`config.mk`:
```
export PLATFORM = sky130hd
export DESIGN_NAME = dsx_exec
export DESIGN_NICKNAME = d
export VERILOG_FILES = /design/src/rtl/dsx_addr_resolve.v /design/src/rtl/dsx_exec.v
export VERILOG_INCLUDE_DIRS = /design/src /design/src/rtl
export SDC_FILE = /design/constraint.sdc
export NUM_CORES = 1
export LEC_CHECK = 0
export ABC_CLOCK_PERIOD_IN_PS = 5700
export BUFFER_PORTS_ARGS = -buffer_cell sky130_fd_sc_hd__buf_2
export CAP_MARGIN = 25
export CORE_MARGIN = 4
export CORE_UTILIZATION = 50
export DETAILED_ROUTE_END_ITERATION = 16
export PLACE_DENSITY = 0.83
export SLEW_MARGIN = 20
export SYNTH_ARGS = -nofsm -noshare
export SYNTH_HDL_FRONTEND = slang
export SYNTH_SLANG_ARGS = --single-unit
```
`constraint.sdc`:
```
create_clock -name mclk -period 5.7 [get_ports mclk]
set_clock_uncertainty 0.2 [all_clocks]
set_input_delay 0.285 -clock mclk [delete_from_list [all_inputs] [get_ports mclk]]
set_output_delay 0.285 -clock mclk [all_outputs]
set_load 0.005 [all_outputs]
```
`src/rtl/dsx_defines.vh`:
```
`ifndef DSX_DEFINES_VH
`define DSX_DEFINES_VH

// Register byte offsets on the APB slave
`define DSX_OFF_CTRL    12'h000
`define DSX_OFF_BANKSEL 12'h004
`define DSX_OFF_FSP3    12'h008
`define DSX_OFF_WREG    12'h00c
`define DSX_OFF_FLAGS   12'h010
`define DSX_OFF_STATE   12'h014

// Field positions
`define DSX_CTRL_EXT    0
`define DSX_FLAGS_Z     0
`define DSX_FLAGS_N     1
`define DSX_STATE_SKIP  4
`define DSX_STATE_BUSY  5
`define DSX_STATE_IDX   6
`define DSX_STATE_EA_LO 16

// Reset values
`define DSX_RST_CTRL    1'b0
`define DSX_RST_BANKSEL 4'h0
`define DSX_RST_FSP3    12'h000
`define DSX_RST_WREG    8'h00

// Opcode fields: upper six bits of the instruction word
`define DSX_OP_DECSZ    6'h0b
`define DSX_OP_DECSNZ   6'h13
`define DSX_OP_XORFILE  6'h06
`define DSX_BIT_D       9
`define DSX_BIT_A       8

// Access bank split and upper access bank page
`define DSX_ACC_LIMIT   8'h5f
`define DSX_ACC_HIPAGE  4'hf

// Phases per instruction cycle
`define DSX_PHASES      4

`endif

```
`src/rtl/dsx_addr_resolve.v`:
```
`timescale 1ns/1ps
`default_nettype none
`include "dsx_defines.vh"

// Forms the data memory address of a file operand
module dsx_addr_resolve (
  input  wire [7:0]  fileOp,
  input  wire        accessSel,
  input  wire        extEnable,
  input  wire [3:0]  bankSel,
  input  wire [11:0] fsp3,
  output reg  [11:0] effAddr,
  output reg         indexed
);

  always @* begin
    indexed = 1'b0;
    if (accessSel) begin
      effAddr = {bankSel, fileOp};
    end else if (extEnable && (fileOp <= `DSX_ACC_LIMIT)) begin
      // Pointer plus offset; pointer zero gives the plain access bank
      effAddr = fsp3 + {4'h0, fileOp};
      indexed = 1'b1;
    end else if (fileOp <= `DSX_ACC_LIMIT) begin
      effAddr = {4'h0, fileOp};
    end else begin
      effAddr = {`DSX_ACC_HIPAGE, fileOp};
    end
  end

endmodule // dsx_addr_resolve

`default_nettype wire

```
`src/rtl/dsx_exec.v`:
```
`timescale 1ns/1ps
`default_nettype none
`include "dsx_defines.vh"

module dsx_exec (
  input  wire        mclk,
  input  wire        rst_n,
  input  wire        psel,
  input  wire        penable,
  input  wire        pwrite,
  input  wire [11:0] paddr,
  input  wire [31:0] pwdata,
  output reg  [31:0] prdata,
  output wire        pready,
  output wire        pslverr,
  input  wire        instrValid,
  input  wire [15:0] instr,
  input  wire        instrTwoWord,
  output wire        instrReady,
  output reg  [11:0] dmAddr,
  output reg         dmRdEn,
  input  wire [7:0]  dmRdData,
  output reg         dmWrEn,
  output reg  [7:0]  dmWrData,
  output reg         slotSkipped,
  output reg         instrDone
);

  localparam [3:0] PH_Q1 = 4'h1;
  localparam [3:0] PH_Q2 = 4'h2;
  localparam [3:0] PH_Q3 = 4'h4;
  localparam [3:0] PH_Q4 = 4'h8;

  localparam [1:0] OP_NONE = 2'h0;
  localparam [1:0] OP_DSZ  = 2'h1;
  localparam [1:0] OP_DSNZ = 2'h2;
  localparam [1:0] OP_XOR  = 2'h3;

  reg  [3:0]  phase_q;
  reg  [3:0]  phase_d;
  reg         extEn_q;
  reg  [3:0]  bankSel_q;
  reg  [11:0] fsp3_q;
  reg  [7:0]  wreg_q;
  reg         flagN_q;
  reg         flagZ_q;
  reg  [1:0]  op_q;
  reg         dest_q;
  reg  [7:0]  operand_q;
  reg  [7:0]  result_q;
  reg         skipPend_q;
  reg         skipMore_q;
  reg  [11:0] lastEa_q;
  reg         lastIdx_q;
  wire [11:0] effAddr;
  wire        indexed;
  wire        take;
  wire        apbWr;
  wire        apbSetup;
  wire        hit;
  reg  [31:0] rdMux;

  function [1:0] decodeOp;
    input [15:0] word;
    begin
      case (word[15:10])
        `DSX_OP_DECSZ:  decodeOp = OP_DSZ;
        `DSX_OP_DECSNZ: decodeOp = OP_DSNZ;
        `DSX_OP_XORFILE: decodeOp = OP_XOR;
        default:        decodeOp = OP_NONE;
      endcase
    end
  endfunction

  function isMapped;
    input [11:0] addr;
    begin
      case (addr)
        `DSX_OFF_CTRL, `DSX_OFF_BANKSEL, `DSX_OFF_FSP3,
        `DSX_OFF_WREG, `DSX_OFF_FLAGS, `DSX_OFF_STATE: isMapped = 1'b1;
        default: isMapped = 1'b0;
      endcase
    end
  endfunction

  function [7:0] aluCompute;
    input [1:0] kind;
    input [7:0] work;
    input [7:0] opnd;
    begin
      case (kind)
        OP_DSZ, OP_DSNZ: aluCompute = opnd - 8'h01;
        OP_XOR:          aluCompute = work ^ opnd;
        default:         aluCompute = opnd;
      endcase
    end
  endfunction

  function skipTaken;
    input [1:0] kind;
    input [7:0] res;
    begin
      case (kind)
        OP_DSZ:  skipTaken = (res == 8'h00);
        OP_DSNZ: skipTaken = (res != 8'h00);
        default: skipTaken = 1'b0;
      endcase
    end
  endfunction

  // Operand address for any access-bit instruction in the slot
  dsx_addr_resolve uResolve (
    .fileOp    (instr[7:0]),
    .accessSel (instr[`DSX_BIT_A]),
    .extEnable (extEn_q),
    .bankSel   (bankSel_q),
    .fsp3      (fsp3_q),
    .effAddr   (effAddr),
    .indexed   (indexed)
  );

  // Zero-wait APB slave
  assign pready   = 1'b1;
  assign hit      = isMapped(paddr);
  assign apbWr    = psel & penable & pwrite & hit;
  assign apbSetup = psel & ~penable;
  assign pslverr  = psel & penable & ~hit;

  assign instrReady = phase_q[0];
  assign take       = phase_q[0] & instrValid;

  always @* begin
    case (phase_q)
      PH_Q1:   phase_d = PH_Q2;
      PH_Q2:   phase_d = PH_Q3;
      PH_Q3:   phase_d = PH_Q4;
      PH_Q4:   phase_d = PH_Q1;
      default: phase_d = PH_Q1;
    endcase
  end

  always @* begin
    rdMux = 32'h0000_0000;
    case (paddr)
      `DSX_OFF_CTRL:    rdMux[`DSX_CTRL_EXT] = extEn_q;
      `DSX_OFF_BANKSEL: rdMux[3:0] = bankSel_q;
      `DSX_OFF_FSP3:    rdMux[11:0] = fsp3_q;
      `DSX_OFF_WREG:    rdMux[7:0] = wreg_q;
      `DSX_OFF_FLAGS: begin
        rdMux[`DSX_FLAGS_Z] = flagZ_q;
        rdMux[`DSX_FLAGS_N] = flagN_q;
      end
      `DSX_OFF_STATE: begin
        rdMux[3:0] = phase_q;
        rdMux[`DSX_STATE_SKIP] = skipPend_q;
        rdMux[`DSX_STATE_BUSY] = (op_q != OP_NONE);
        rdMux[`DSX_STATE_IDX] = lastIdx_q;
        rdMux[`DSX_STATE_EA_LO+11:`DSX_STATE_EA_LO] = lastEa_q;
      end
      default:          rdMux = 32'h0000_0000;
    endcase
  end

  always @(posedge mclk) begin
    if (!rst_n) begin
      prdata <= 32'h0000_0000;
    end else if (apbSetup && !pwrite) begin
      prdata <= rdMux;
    end
  end

  // Software-owned control
  always @(posedge mclk) begin
    if (!rst_n) begin
      extEn_q   <= `DSX_RST_CTRL;
      bankSel_q <= `DSX_RST_BANKSEL;
      fsp3_q    <= `DSX_RST_FSP3;
    end else if (apbWr) begin
      if (paddr == `DSX_OFF_CTRL) begin
        extEn_q <= pwdata[`DSX_CTRL_EXT];
      end
      if (paddr == `DSX_OFF_BANKSEL) begin
        bankSel_q <= pwdata[3:0];
      end
      if (paddr == `DSX_OFF_FSP3) begin
        fsp3_q <= pwdata[11:0];
      end
    end
  end

  // Four-phase sequencer
  always @(posedge mclk) begin
    if (!rst_n) begin
      phase_q <= PH_Q1;
    end else begin
      phase_q <= phase_d;
    end
  end

  // Q1: decode; a slot under skip decodes to no operation
  always @(posedge mclk) begin
    if (!rst_n) begin
      op_q        <= OP_NONE;
      dest_q      <= 1'b0;
      dmAddr      <= 12'h000;
      dmRdEn      <= 1'b0;
      lastEa_q    <= 12'h000;
      lastIdx_q   <= 1'b0;
      slotSkipped <= 1'b0;
      skipMore_q  <= 1'b0;
    end else begin
      slotSkipped <= 1'b0;
      dmRdEn      <= 1'b0;
      if (phase_q[0]) begin
        op_q       <= OP_NONE;
        skipMore_q <= 1'b0;
        if (take && skipPend_q) begin
          slotSkipped <= 1'b1;
          skipMore_q  <= instrTwoWord & ~skipMore_q;
        end else if (take) begin
          op_q     <= decodeOp(instr);
          dest_q   <= instr[`DSX_BIT_D];
          dmAddr   <= effAddr;
          lastEa_q <= effAddr;
          lastIdx_q <= indexed;
          dmRdEn   <= (decodeOp(instr) != OP_NONE);
        end
      end
    end
  end

  // Q2 read, Q3 compute
  always @(posedge mclk) begin
    if (!rst_n) begin
      operand_q <= 8'h00;
      result_q  <= 8'h00;
      dmWrEn    <= 1'b0;
      dmWrData  <= 8'h00;
    end else begin
      dmWrEn <= 1'b0;
      if (phase_q[1] && op_q != OP_NONE) begin
        operand_q <= dmRdData;
      end
      if (phase_q[2]) begin
        if (op_q != OP_NONE) begin
          result_q <= aluCompute(op_q, wreg_q, operand_q);
          dmWrData <= aluCompute(op_q, wreg_q, operand_q);
        end
        dmWrEn <= (op_q != OP_NONE) & dest_q;
      end
    end
  end

  // Q4: write destination, flags and skip decision
  always @(posedge mclk) begin
    if (!rst_n) begin
      wreg_q     <= `DSX_RST_WREG;
      flagN_q    <= 1'b0;
      flagZ_q    <= 1'b0;
      skipPend_q <= 1'b0;
      instrDone  <= 1'b0;
    end else begin
      instrDone <= 1'b0;
      if (apbWr && paddr == `DSX_OFF_WREG) begin
        wreg_q <= pwdata[7:0];
      end
      if (apbWr && paddr == `DSX_OFF_FLAGS) begin
        flagZ_q <= pwdata[`DSX_FLAGS_Z];
        flagN_q <= pwdata[`DSX_FLAGS_N];
      end
      if (phase_q[0] && take && skipPend_q && !(instrTwoWord && !skipMore_q)) begin
        skipPend_q <= 1'b0;
      end
      if (phase_q[3] && op_q != OP_NONE) begin
        instrDone <= 1'b1;
        if (!dest_q) begin
          wreg_q <= result_q;
        end
        skipPend_q <= skipTaken(op_q, result_q);
        if (op_q == OP_XOR) begin
          flagZ_q <= (result_q == 8'h00);
          flagN_q <= result_q[7];
        end
      end
    end
  end

endmodule // dsx_exec

`default_nettype wire

```
### Yosys cells after proc, flatten, opt, wreduce, memory -nomap -nowiden

Cells that the tools add are included.

* register bits after elaboration: 93
* bits in latches: 0
* memory bits (writable): 0
* ROM bits: 0
* bits of input ports: 75
* logic and storage cells: 120
* memories kept: 0

* add/subtract/negate cells: 2
* $mul: 0
* div/mod/pow operators: 0
* magnitude comparators: 1
* equality and inequality tests: 14
* shift-type cells: 0
* mux-type cells: 37
* bitwise gates (word level): 16
* reduce and logical (&&, ||, !) cells: 30

Operators by type and width (number)
* two-way mux 12 bit: 4
* == test 12 x 4 -> 1 bit, second input constant: 2
* == test 12 x 5 -> 1 bit, second input constant: 2
* two-way mux 8 bit: 3
* case mux 8 bit (2 select lines): 1
* two-way mux 1 bit: 14
* adder 12 x 8 -> 12 bit: 1
* == test 12 x 3 -> 1 bit, second input constant: 1
* logical NOT 12 bit: 1
* two-way mux 2 bit: 6
* case mux 4 bit (3 select lines): 1
* AND reduction 2 bit: 6
* logical AND 1 bit: 11
* case mux 3 bit (3 select lines): 1
* bitwise AND 1 bit: 8
* <= comparator 8 x 7 -> 1 bit, second input constant: 1
* logical NOT 8 bit: 1
* case mux 2 bit (4 select lines): 1
* nonzero test 8 bit: 1
* subtractor 8 x 1 -> 8 bit, second input constant: 1
* bitwise XOR 8 bit: 1
* inverter 1 bit: 7
* == test 6 x 3 -> 1 bit, second input constant: 1
* == test 6 x 4 -> 1 bit, second input constant: 1
* other kinds (17): 23

### Longest topological paths before layout

Gate-level depths: netlist of the first run.

* depth in word-level cells: 8
* mapped depth: 8

### By module

From an unflattened synthesis of the first run, not the netlist that was laid out.

* cell total of the unflattened synthesis: 600
* area total of the unflattened synthesis: 5031.1 µm²

By module, submodules not included
* dsx_exec: instances 1, cells an instance 508, area each 4393.0 µm², seq. area each 1861.8 µm²
* dsx_addr_resolve: instances 1, cells an instance 92, area each 638.1 µm², seq. area each 0.0 µm²

### Worst setup path before layout of the first run

No wires, ideal clock.

* kind: input -> register
* from: input port paddr[0]
* to: register wreg_q[0]
* library setup time: 0.132 ns
* data arrival time: 2.191 ns
* data required time: 5.368 ns
* slack: 3.178 ns
* stages on the path: 6
* buffers on the path: 1
* cells stage by stage: or4_4 or3b_1 buf_6 nor4_4 mux2i_1 a21oi_1

* longest elaborated chain between the ends: 8

RTL lines
* from (decl): line dsx_exec.v:11 `input wire [11:0] paddr,`
* == test 12 x 3 -> 1 bit (tied with other cells): line dsx_exec.v:78 `case (addr)`
* OR reduction 6 bit: line dsx_exec.v:78
* two-way mux 1 bit: line dsx_exec.v:78
* bitwise AND 1 bit: line dsx_exec.v:125 `assign apbWr = psel & penable & pwrite & hit;`
* logical AND 1 bit (no line) (*)
* two-way mux 8 bit (*): line dsx_exec.v:264 `` if (apbWr && paddr == `DSX_OFF_WREG) begin ``
* two-way mux 8 bit: line dsx_exec.v:276 `if (!dest_q) begin`
* two-way mux 8 bit (*): line dsx_exec.v:274 `if (phase_q[3] && op_q != OP_NONE) begin`
* to (signal assigned): line dsx_exec.v:257 `` wreg_q <= `DSX_RST_WREG; ``
* to (signal assigned): line dsx_exec.v:265 `wreg_q <= pwdata[7:0];`
* to (signal assigned): line dsx_exec.v:277 `wreg_q <= result_q;`
* to (decl): line dsx_exec.v:44 `reg [7:0] wreg_q;`

Every way passes the cells marked *; elsewhere a longest branch is shown, timed or not.
A chain may end at the register's enable or synchronous reset.

### Worst setup path in the final report of the first run

Ends and elaborated chain as after synthesis.

==> impl_metrics.json, run 1 <==
{
  "status": "finished clean",
  "worst-path-buf-inv": 1,
  "area_growth_pct": 17.8,
  "layout.cells.non_filler": 756,
  "layout_min_cycle_time_ps": 2690,
  "critPathTopFamily": "simple AND/OR/NAND/NOR gates",
  "power.total_uw": 1240,
  "vias": 4391,
  "rsz0062_at_grt": "false",
  "ioPinCount": 134,
  "nets": 729,
  "initialDrtViolationCount": 149,
  "synth-edff-count": 0,
  "final_common_cell": "buf_2",
  "die_area_sq_um": 11000,
  "cts_tree": "yes",
  "worstMarginPinSlew_ps": 934,
  "fmax_mhz": 371,
  "synth_top_area_frac": 0.397,
  "cts_buffer_depth": 2,
  "syn-cell-area_sq_um": 4690,
  "avgSynthCellArea_sq_um": 8.68,
  "crit_chain": "buf_2 > or4_4 > or3b_1 > nor4_4 > mux2i_1 > a21oi_1",
  "die_x_um": 105,
  "ant_nets": 0,
  "critPathKind": "primary input to flip-flop",
  "hold_viol_final": 0,
  "setup_ws_ps": 3010,
  "ys_top_cells_by_area": "dfxtp_1 40%, mux2i_1 9.6%, nor2_1 5.8%",
  "clock_insertion_delay_worst_skew_ps": 350,
  "critPathCaptureType": "flip-flop",
  "pre_cts_ws_ps": 2630,
  "layout.cells.most_common_list": "105 x buf_2, 93 x dfxtp_1, 73 x nor2_1",
  "cap_violations": 0,
  "diodes": 0,
  "nFillCells": 807,
  "worstPathMaxFanout": 14,
  "dp_hpwl_mm": 9.52,
  "synth_flop_cell": "dfxtp_1",
  "ys_ff_latch": 93,
  "post-synth-top-area-cell": "dfxtp_1",
  "ys_async_sr_fraction": 0,
  "cts_buffers": 9,
  "critPathMaxStageDelay_ps": 770,
  "grt_pass1_vias": 4205,
  "layout-drive-gt1-share": 0.208,
  "setup_viol": 0,
  "clkTransAtPathRegs_ps": 90,
  "dp.cells": 727,
  "required_ps": 5720,
  "wl_per_cell_um": 16.6,
  "post-route-period-util": 0.472,
  "drv_slew": 0,
  "routabilityCongestion": 0.854,
  "netlist_instances": 541,
  "grt_max_degree": 44,
  "grt_antenna_before_repair": 0,
  "whs_ps": 0.501,
  "tns_ps": 0,
  "dr.pass1.iters": 5,
  "vias_per_cell": 5.81,
  "core_sq_um": 9200,
  "grt_pass1_wl_mm": 20.4,
  "maxSlewHeadroom": 0.376,
  "wl_mm": 12.5,
  "grt_use_total": 0.225,
  "htreeDepth": 3,
  "irDropWorstVdd_uv": 160,
  "route.detailed.drc": 0,
  "die_h_um": 105,
  "grt_overflow": 0,
  "startpoint_type": "primary input",
  "clkSinkCount": 93,
  "crit_slowest_cell": "nor4_4",
  "port-buffer-count": 104,
  "p_per_area_nw_per_um2": 224,
  "cts_root_buf": "clkbuf_8",
  "yosysSeqAreaShare": 0.397,
  "ys_types": 63,
  "p_leak_uw": 0.00239,
  "critical_path_arrival_ps": 2710,
  "yosys_warnings": 0,
  "num_rows": 35,
  "initial_utilization": 0.510,
  "hold_path.class": "primary input to flip-flop"
}
-- sequential cells by signal, summed over array words and instances (netlist names) --
| name | flops |
|---|---|
| operand_q | 8 |
| lastEa_q | 12 |
| result_q | 8 |
| fsp3_q | 12 |
| extEn_q | 1 |
| dmWrEn | 1 |
| instrDone | 1 |
| wreg_q | 8 |
| lastIdx_q | 1 |
| bankSel_q | 4 |
| dmRdEn | 1 |
| prdata | 24 |
| skipPend_q | 1 |
| op_q | 2 |
| flagZ_q | 1 |
| phase_q | 4 |
| flagN_q | 1 |
| slotSkipped | 1 |
| dest_q | 1 |
| skipMore_q | 1 |
-- worst paths after layout --
path                    start            to  cells after the start  slack (ps)
setup / recovery     paddr[0]     wreg_q[0]                      6        3010
hold / removal    dmRdData[5]  operand_q[5]                      3         0.5
setup reg to reg    fsp3_q[0]   lastEa_q[6]                      8        3110
hold reg to reg     lastIdx_q     prdata[6]                      1         260
-- report_power, final --
group          switching, uW  total [uW]  internal [uW]
sequential              17.6         683            665
clock                    232         419            186
combinational           76.6         136           59.1
total                    326        1240            911
-- Yosys cell counts, drive strengths merged, types with 2 or more instances --
cell     count
dfxtp       93
nor2        73
mux2i       45
a21oi       43
o21ai       29
clkbuf      22
nand2       21
nor3        20
a22oi       19
inv         17
buf         16
ha          13
nor2b       12
nor4         9
a211oi       8
nand3        8
a21o         7
nor3b        6
o22ai        6
and3         5
or3          5
a221oi       4
nand2b       4
or4          4
xnor2        4
and2         3
mux2         3
nand3b       3
or3b         3
a211o        2
a2bb2oi      2
a311oi       2
and4         2
conb         2
o211ai       2
o21a         2
o32ai        2
xor2         2
-- routing by layer --
| layer | part of all wire | vias up | GRT usage |
|---|---|---|---|
| met5 | 0 | - | 0 |
| met4 | 0.034 | 0 | 0.0984 |
| met3 | 0.060 | 33 | 0.0340 |
| met2 | 0.48 | 175 | 0.386 |
| met1 | 0.42 | 2037 | 0.280 |
| li1 | - | 2146 | - |
-- worst register-to-register path, stage by stage (launching register included) --
cell and delay, ps:
dfxtp_1 430, ha_1 210, inv_1 60, fa_1 380
nor2b_1 200, o211ai_1 180, a21boi_0 250, mux2_2 370
a211oi_1 210
-- logic make-up (layout without fill, tap and decap cells) --
| kind of cell | Yosys count | in the layout | share of synthesized area |
|---|---|---|---|
| compound gates | 140 | 140 | 0.191 |
| xor+xnor | 6 | 6 | 0.0112 |
| fa+ha+maj | 14 | 14 | 0.0389 |
| buf+inv | 55 | 152 | 0.0533 |
| flops | 93 | 93 | 0.397 |
| mux | 49 | 49 | 0.108 |
| other cells | 2 | 9 | 0.00160 |
| simple gates | 182 | 182 | 0.199 |
-- stage by stage --
step            util  instance area [sq um]
2_1_floorplan      -                   4720
3_3_place_gp   0.565                   5200
3_5_place_dp   0.566                   5200
4_1_cts        0.601                   5530
5_1_grt        0.601                   5530
6_report       0.601                   5530
-- timing repair --
item / in CTS / in global routing
hold buffers: 13 / 0
hold endpoints to repair: 13 / 0
gates resized for setup: 0 / 0
buffers inserted: 0 / 0
-- final cells by class --
type	instances	area, sq um	area share
repair buffers	119	663	0.120
flip-flops and latches	93	1860	0.337
inverters	17	63.8	0.0115
clock inverters	5	41.3	0.00747
clock buffers	11	151	0.0274
multi-input cells	400	2610	0.472
well taps	111	139	0.0251
Note: power is estimated with default switching activity, not from simulation.
==> run 2, diff against run 1 <==
--- a/config.mk
+++ b/config.mk
@@ -6,7 +6,7 @@
 export SDC_FILE = /design/constraint.sdc
 export NUM_CORES = 1
 export LEC_CHECK = 0
-export ABC_CLOCK_PERIOD_IN_PS = 5700
+export ABC_CLOCK_PERIOD_IN_PS = 2600
 export BUFFER_PORTS_ARGS = -buffer_cell sky130_fd_sc_hd__buf_2
 export CAP_MARGIN = 25
 export CORE_MARGIN = 4
==> constraint.sdc (replaced) <==
create_clock -name mclk -period 2.6 [get_ports mclk]
set_clock_uncertainty 0.2 [all_clocks]
set_input_delay 0.13 -clock mclk [delete_from_list [all_inputs] [get_ports mclk]]
set_output_delay 0.13 -clock mclk [all_outputs]
set_load 0.005 [all_outputs]
==> run 2 against run 1 <==
Global-route usage up 1.4 points; via count up 4.9%; sequential share of layout area down 2.3 points; critical endpoint is now lastEa_q[6]; critical path depth up 2; worst hold slack better by 3.0 ps; power up 140%; first-iteration DRC count up 46%; final cell count up 5.2%.
==> impl_metrics.json, run 2 (synthesis results as in run 1) <==
{
  "grt_max_degree": 34,
  "routabilityCongestion": 0.932,
  "critPathMaxStageDelay_ps": 410,
  "route.detailed.drc": 0,
  "min-delay-start": "instr[12]",
  "dr.pass1.iters": 5,
  "clock_insertion_delay_worst_skew_ps": 360,
  "tns_ps": 0,
  "rsz0062_at_grt": "false",
  "postCtsSetupRepairBufs": 0,
  "maxSlewHeadroom": 0.657,
  "area_growth_pct": 26.5,
  "layout-drive-gt1-share": 0.218,
  "multiInputGateArea_sq_um": 2620,
  "dp.cells": 741,
  "diodes": 0,
  "drv_slew": 0,
  "nFillCells": 774,
  "vias_per_cell": 5.80,
  "grt_pass1_vias": 4377,
  "grt_overflow": 0,
  "cts_tree": "yes",
  "switchingPower_uw": 722,
  "startpoint_type": "flip-flop",
  "reg2reg_slack_ps": 110,
  "r2r_start": "fsp3_q[0]",
  "grt_antenna_before_repair": 0,
  "ant_nets": 0,
  "status": "finished clean",
  "p_per_area_nw_per_um2": 491,
  "layout_min_cycle_time_ps": 2490,
  "wl_mm": 13.3,
  "critical_path_arrival_ps": 2570,
  "nets": 768,
  "whs_ps": 3.50,
  "ioPinCount": 134,
  "layout.cells.non_filler": 795,
  "crit_slowest_cell": "dfxtp_1",
  "regArea_sq_um": 1860,
  "crit_chain": "ha_1 > inv_1 > fa_1 > nor2b_2 > o211ai_1 > a21boi_1 > mux2_2 > a211oi_1",
  "largest_register_ffs": 24,
  "largestRegisters": "prdata (24), fsp3_q (12), lastEa_q (12)",
  "cts_buffer_depth": 2,
  "die_area_sq_um": 11000,
  "p_comb_frac": 0.122,
  "wl_per_cell_um": 16.7,
  "setup_ws_ps": 114,
  "required_ps": 2680,
  "initialDrtViolationCount": 217,
  "pwr-share-clk": 0.368,
  "die_h_um": 105,
  "layout.cells.most_common_list": "104 x buf_2, 93 x dfxtp_1, 73 x nor2_1",
  "largest_register": "prdata",
  "dp_hpwl_mm": 9.76,
  "power_switching_share": 0.248,
  "vias": 4608,
  "setup_viol": 0,
  "clkTransAtPathRegs_ps": 90,
  "worstPathMaxFanout": 3,
  "post-route-period-util": 0.956,
  "pre_cts_ws_ps": 21.1,
  "port-buffer-count": 104,
  "fmax_mhz": 402,
  "grt_pass1_wl_mm": 21.7,
  "grt_use_total": 0.240,
  "htreeDepth": 3,
  "critPathKind": "flip-flop to flip-flop",
  "clkSinkCount": 93,
  "min_to": "dmRdEn",
  "holdPathStages": 3,
  "hold_viol_final": 0,
  "seq_power_share": 0.510,
  "hold_path.class": "primary input to flip-flop",
  "critPathCaptureType": "flip-flop",
  "num_rows": 35,
  "core_sq_um": 9200,
  "die_x_um": 105,
  "final_common_cell": "buf_2",
  "worstMarginPinSlew_ps": 514,
  "p_int_uw": 2190,
  "cap_violations": 0,
  "initial_utilization": 0.510,
  "r2r_cells": 8,
  "cts_root_buf": "clkbuf_8",
  "p_leak_uw": 0.00258,
  "irDropWorstVdd_uv": 297,
  "cts_buffers": 9,
  "r2r-end": "lastEa_q[6]"
}
-- run 2: how the worst max path moves through the flow --
stage               slack (ps)            to  depth (start not counted)       from
global placement            70  bankSel_q[3]                          7   paddr[0]
global route                40   lastEa_q[6]                          8  fsp3_q[0]
detailed placement          20  bankSel_q[0]                          7   paddr[0]
CTS                         50   lastEa_q[6]                          8  fsp3_q[0]
finish                     110   lastEa_q[6]                          8  fsp3_q[0]
floorplan                  230     wreg_q[0]                          6   paddr[0]
-- run 2: metrics by stage --
stage | power (uW) | utilization | cell area, sq um
finish | 2920 | 0.646 | 5940
global placement | 1820 | 0.579 | 5330
CTS | 2930 | 0.645 | 5930
floorplan | 1690 | - | 4720
global route | 3030 | 0.646 | 5940
detailed placement | 1830 | 0.579 | 5330
-- run 2: layer usage --
metal  global-route usage  part of all wire  vias up
li1                     -                 -     2229
met1                0.303              0.42     2139
met2                0.405              0.49      215
met3               0.0420             0.066       25
met4               0.0956             0.026        0
met5                    0                 0        -
-- run 2: power by group through the flow --
stage	clock [uW]	combinational, uW	sequential, uW
after floorplan	0	172	1520
after global routing	1150	389	1490
final	1070	355	1490
after CTS	1090	351	1490
after detailed placement	0	307	1520
after global placement	0	301	1520
-- run 2: final cells by class --
type | count | area share
Tap cell | 111 | 0.0234
Sequential cell | 93 | 0.314
Clock buffer | 11 | 0.0238
Inverter | 17 | 0.0107
Timing Repair Buffer | 158 | 0.174
Multi-Input combinational cell | 400 | 0.440
Clock inverter | 5 | 0.0141
-- run 2: critical path, delay by kind of cell (launching register included) --
family	cells	cell delay, ps
AO/OA/AOI/OAI	3	610
adder cells (fa/ha/maj)	2	600
flip-flops	1	410
multiplexers	1	370
AND/OR/NAND/NOR	1	170
buffers and inverters	1	60
-- run 2: repair_timing --
| action | 4_1_cts | 5_1_grt |
|---|---|---|
| hold buffers | 38 | 0 |
| gates resized for setup | 0 | 3 |
| setup endpoints to repair | 0 | 2 |
| hold endpoints to repair | 50 | 0 |
==> run 3, diff against run 2 <==
--- a/config.mk
+++ b/config.mk
@@ -10,9 +10,10 @@
 export BUFFER_PORTS_ARGS = -buffer_cell sky130_fd_sc_hd__buf_2
 export CAP_MARGIN = 25
 export CORE_MARGIN = 4
-export CORE_UTILIZATION = 50
+export CORE_UTILIZATION = 52
 export DETAILED_ROUTE_END_ITERATION = 16
-export PLACE_DENSITY = 0.83
+export MAX_ROUTING_LAYER = met4
+export PLACE_DENSITY = 0.86
 export SLEW_MARGIN = 20
 export SYNTH_ARGS = -nofsm -noshare
 export SYNTH_HDL_FRONTEND = slang
==> run 3 against run 2 <==
The run now ends with hold timing left; final cell count decreased by 0.38%; count of clock-buffer cells in the layout fell by 1; combinational power is 5% lower; via count fell by 1.3%; die area is 3.6% lower; fmax fell by 0.96%; worst setup slack got worse by 24 ps; critical path depth is 2 higher; sequential share of layout area up 0.39 points; utilization grew 2.4 points.
==> impl_metrics.json, run 3 (synthesis results as in run 1) <==
{
  "r2r_cells": 8,
  "r2r_start": "fsp3_q[0]",
  "wl_per_cell_um": 16.9,
  "clkSinkCount": 93,
  "irDropWorstVdd_uv": 238,
  "nFillCells": 746,
  "layout-drive-gt1-share": 0.219,
  "worstPathMaxFanout": 3,
  "status": "complete, but fails checks",
  "die_x_um": 103,
  "route.detailed.drc": 0,
  "grt_use_total": 0.259,
  "die_h_um": 103,
  "hold_path.class": "primary input to flip-flop",
  "grt_pass1_vias": 4372,
  "min_to": "dmRdEn",
  "routabilityCongestion": 0.954,
  "dp_hpwl_mm": 9.98,
  "whs_ps": -6.08,
  "holdPathStages": 3,
  "ant_nets": 0,
  "hold_viol_final": 1,
  "vias": 4550,
  "post-route-period-util": 0.966,
  "violations": "hold timing",
  "required_ps": 2660,
  "critPathCaptureType": "flip-flop",
  "setup_ws_ps": 89.4,
  "layout.cells.most_common_list": "104 x buf_2, 92 x dfxtp_1, 73 x nor2_1",
  "clkTransAtPathRegs_ps": 90,
  "layout_min_cycle_time_ps": 2510,
  "dr.pass1.iters": 5,
  "cts_buffers": 9,
  "critPathLaunch": "instr[0]",
  "largest_register": "prdata",
  "largestRegisters": "prdata (24), fsp3_q (12), lastEa_q (12)",
  "grt_pass1_wl_mm": 21.0,
  "final_common_cell": "buf_2",
  "clock_insertion_delay_worst_skew_ps": 350,
  "pre_cts_ws_ps": 71.0,
  "cap_violations": 0,
  "p_per_area_nw_per_um2": 456,
  "critical_path_arrival_ps": 2570,
  "worstMarginPinSlew_ps": 725,
  "grt_max_degree": 46,
  "grt_antenna_before_repair": 0,
  "die_area_sq_um": 10600,
  "initial_utilization": 0.536,
  "grt_overflow": 0,
  "r2r-end": "lastEa_q[6]",
  "startpoint_type": "primary input",
  "vias_per_cell": 5.74,
  "setup_viol": 0,
  "cts_root_buf": "clkbuf_8",
  "largest_register_ffs": 24,
  "fmax_mhz": 398,
  "htreeDepth": 3,
  "port-buffer-count": 104,
  "ioPinCount": 134,
  "maxSlewHeadroom": 0.512,
  "reg2reg_slack_ps": 110,
  "cts_buffer_depth": 2,
  "postCtsSetupRepairBufs": 0,
  "num_rows": 34,
  "area_growth_pct": 25.1,
  "drv_slew": 0,
  "tns_ps": 0,
  "nets": 768,
  "critPathKind": "primary input to flip-flop",
  "cts_tree": "yes",
  "initialDrtViolationCount": 229,
  "wl_mm": 13.4,
  "min-delay-start": "instr[12]",
  "p_leak_uw": 0.00255,
  "core_sq_um": 8760,
  "diodes": 0,
  "rsz0062_at_grt": "false"
}
## run 3: worst max-delay path, stage by stage
cell           delay (ps)
dlygate4sd3_1         530
buf_2                 110
ha_1                  180
inv_1                  60
fa_1                  400
nor2b_2               170
o211ai_1              170
a21boi_1              220
mux2_2                360
a211oi_1              230
## run 3: layer usage
layer,routed length [um],part of all wire,GRT usage
met3,893,0.067,0.0433
met5,0,0,-
met1,5610,0.42,0.315
met2,6580,0.49,0.435
met4,322,0.024,0.0847
## run 3: worst max-delay path by stage
stage	end	slack, ps
final	lastEa_q[6]	90
after global routing	lastEa_q[6]	50
after CTS	lastEa_q[6]	60
after detailed placement	flagN_q	70
after global placement	flagN_q	110
after floorplan	wreg_q[0]	230
## run 3: cell type report
type | count | area, sq um | share of cell area
Clock buffer | 10 | 128 | 0.0217
Clock inverter | 6 | 38.8 | 0.00661
Inverter | 17 | 63.8 | 0.0109
Multi-Input combinational cell | 400 | 2610 | 0.445
Sequential cell | 93 | 1860 | 0.317
Tap cell | 108 | 135 | 0.0230
Timing Repair Buffer | 158 | 1030 | 0.176
## run 3: through the flow
step / power (uW) / instances / area [sq um] / util
2_1_floorplan: 1690 / 548 / 4720 / -
4_1_cts: 2680 / 792 / 5870 / 0.669
6_report: 2680 / 792 / 5870 / 0.670
5_1_grt: 2800 / 792 / 5870 / 0.670
3_5_place_dp: 1820 / 739 / 5330 / 0.608
3_3_place_gp: 1810 / 739 / 5330 / 0.608
## run 3: what timing repair did
item,CTS,global route
endpoints found under the setup margin,0,1
endpoints found under the hold margin,50,0
resized for setup,0,3
hold buffers,37,0
## run 3: power by group
group | leakage [uW] | internal, uW | switching [uW] | total, uW
clock | 0.0000824 | 346 | 496 | 842
sequential | 0.000753 | 1460 | 39.7 | 1500
combinational | 0.00172 | 160 | 176 | 336
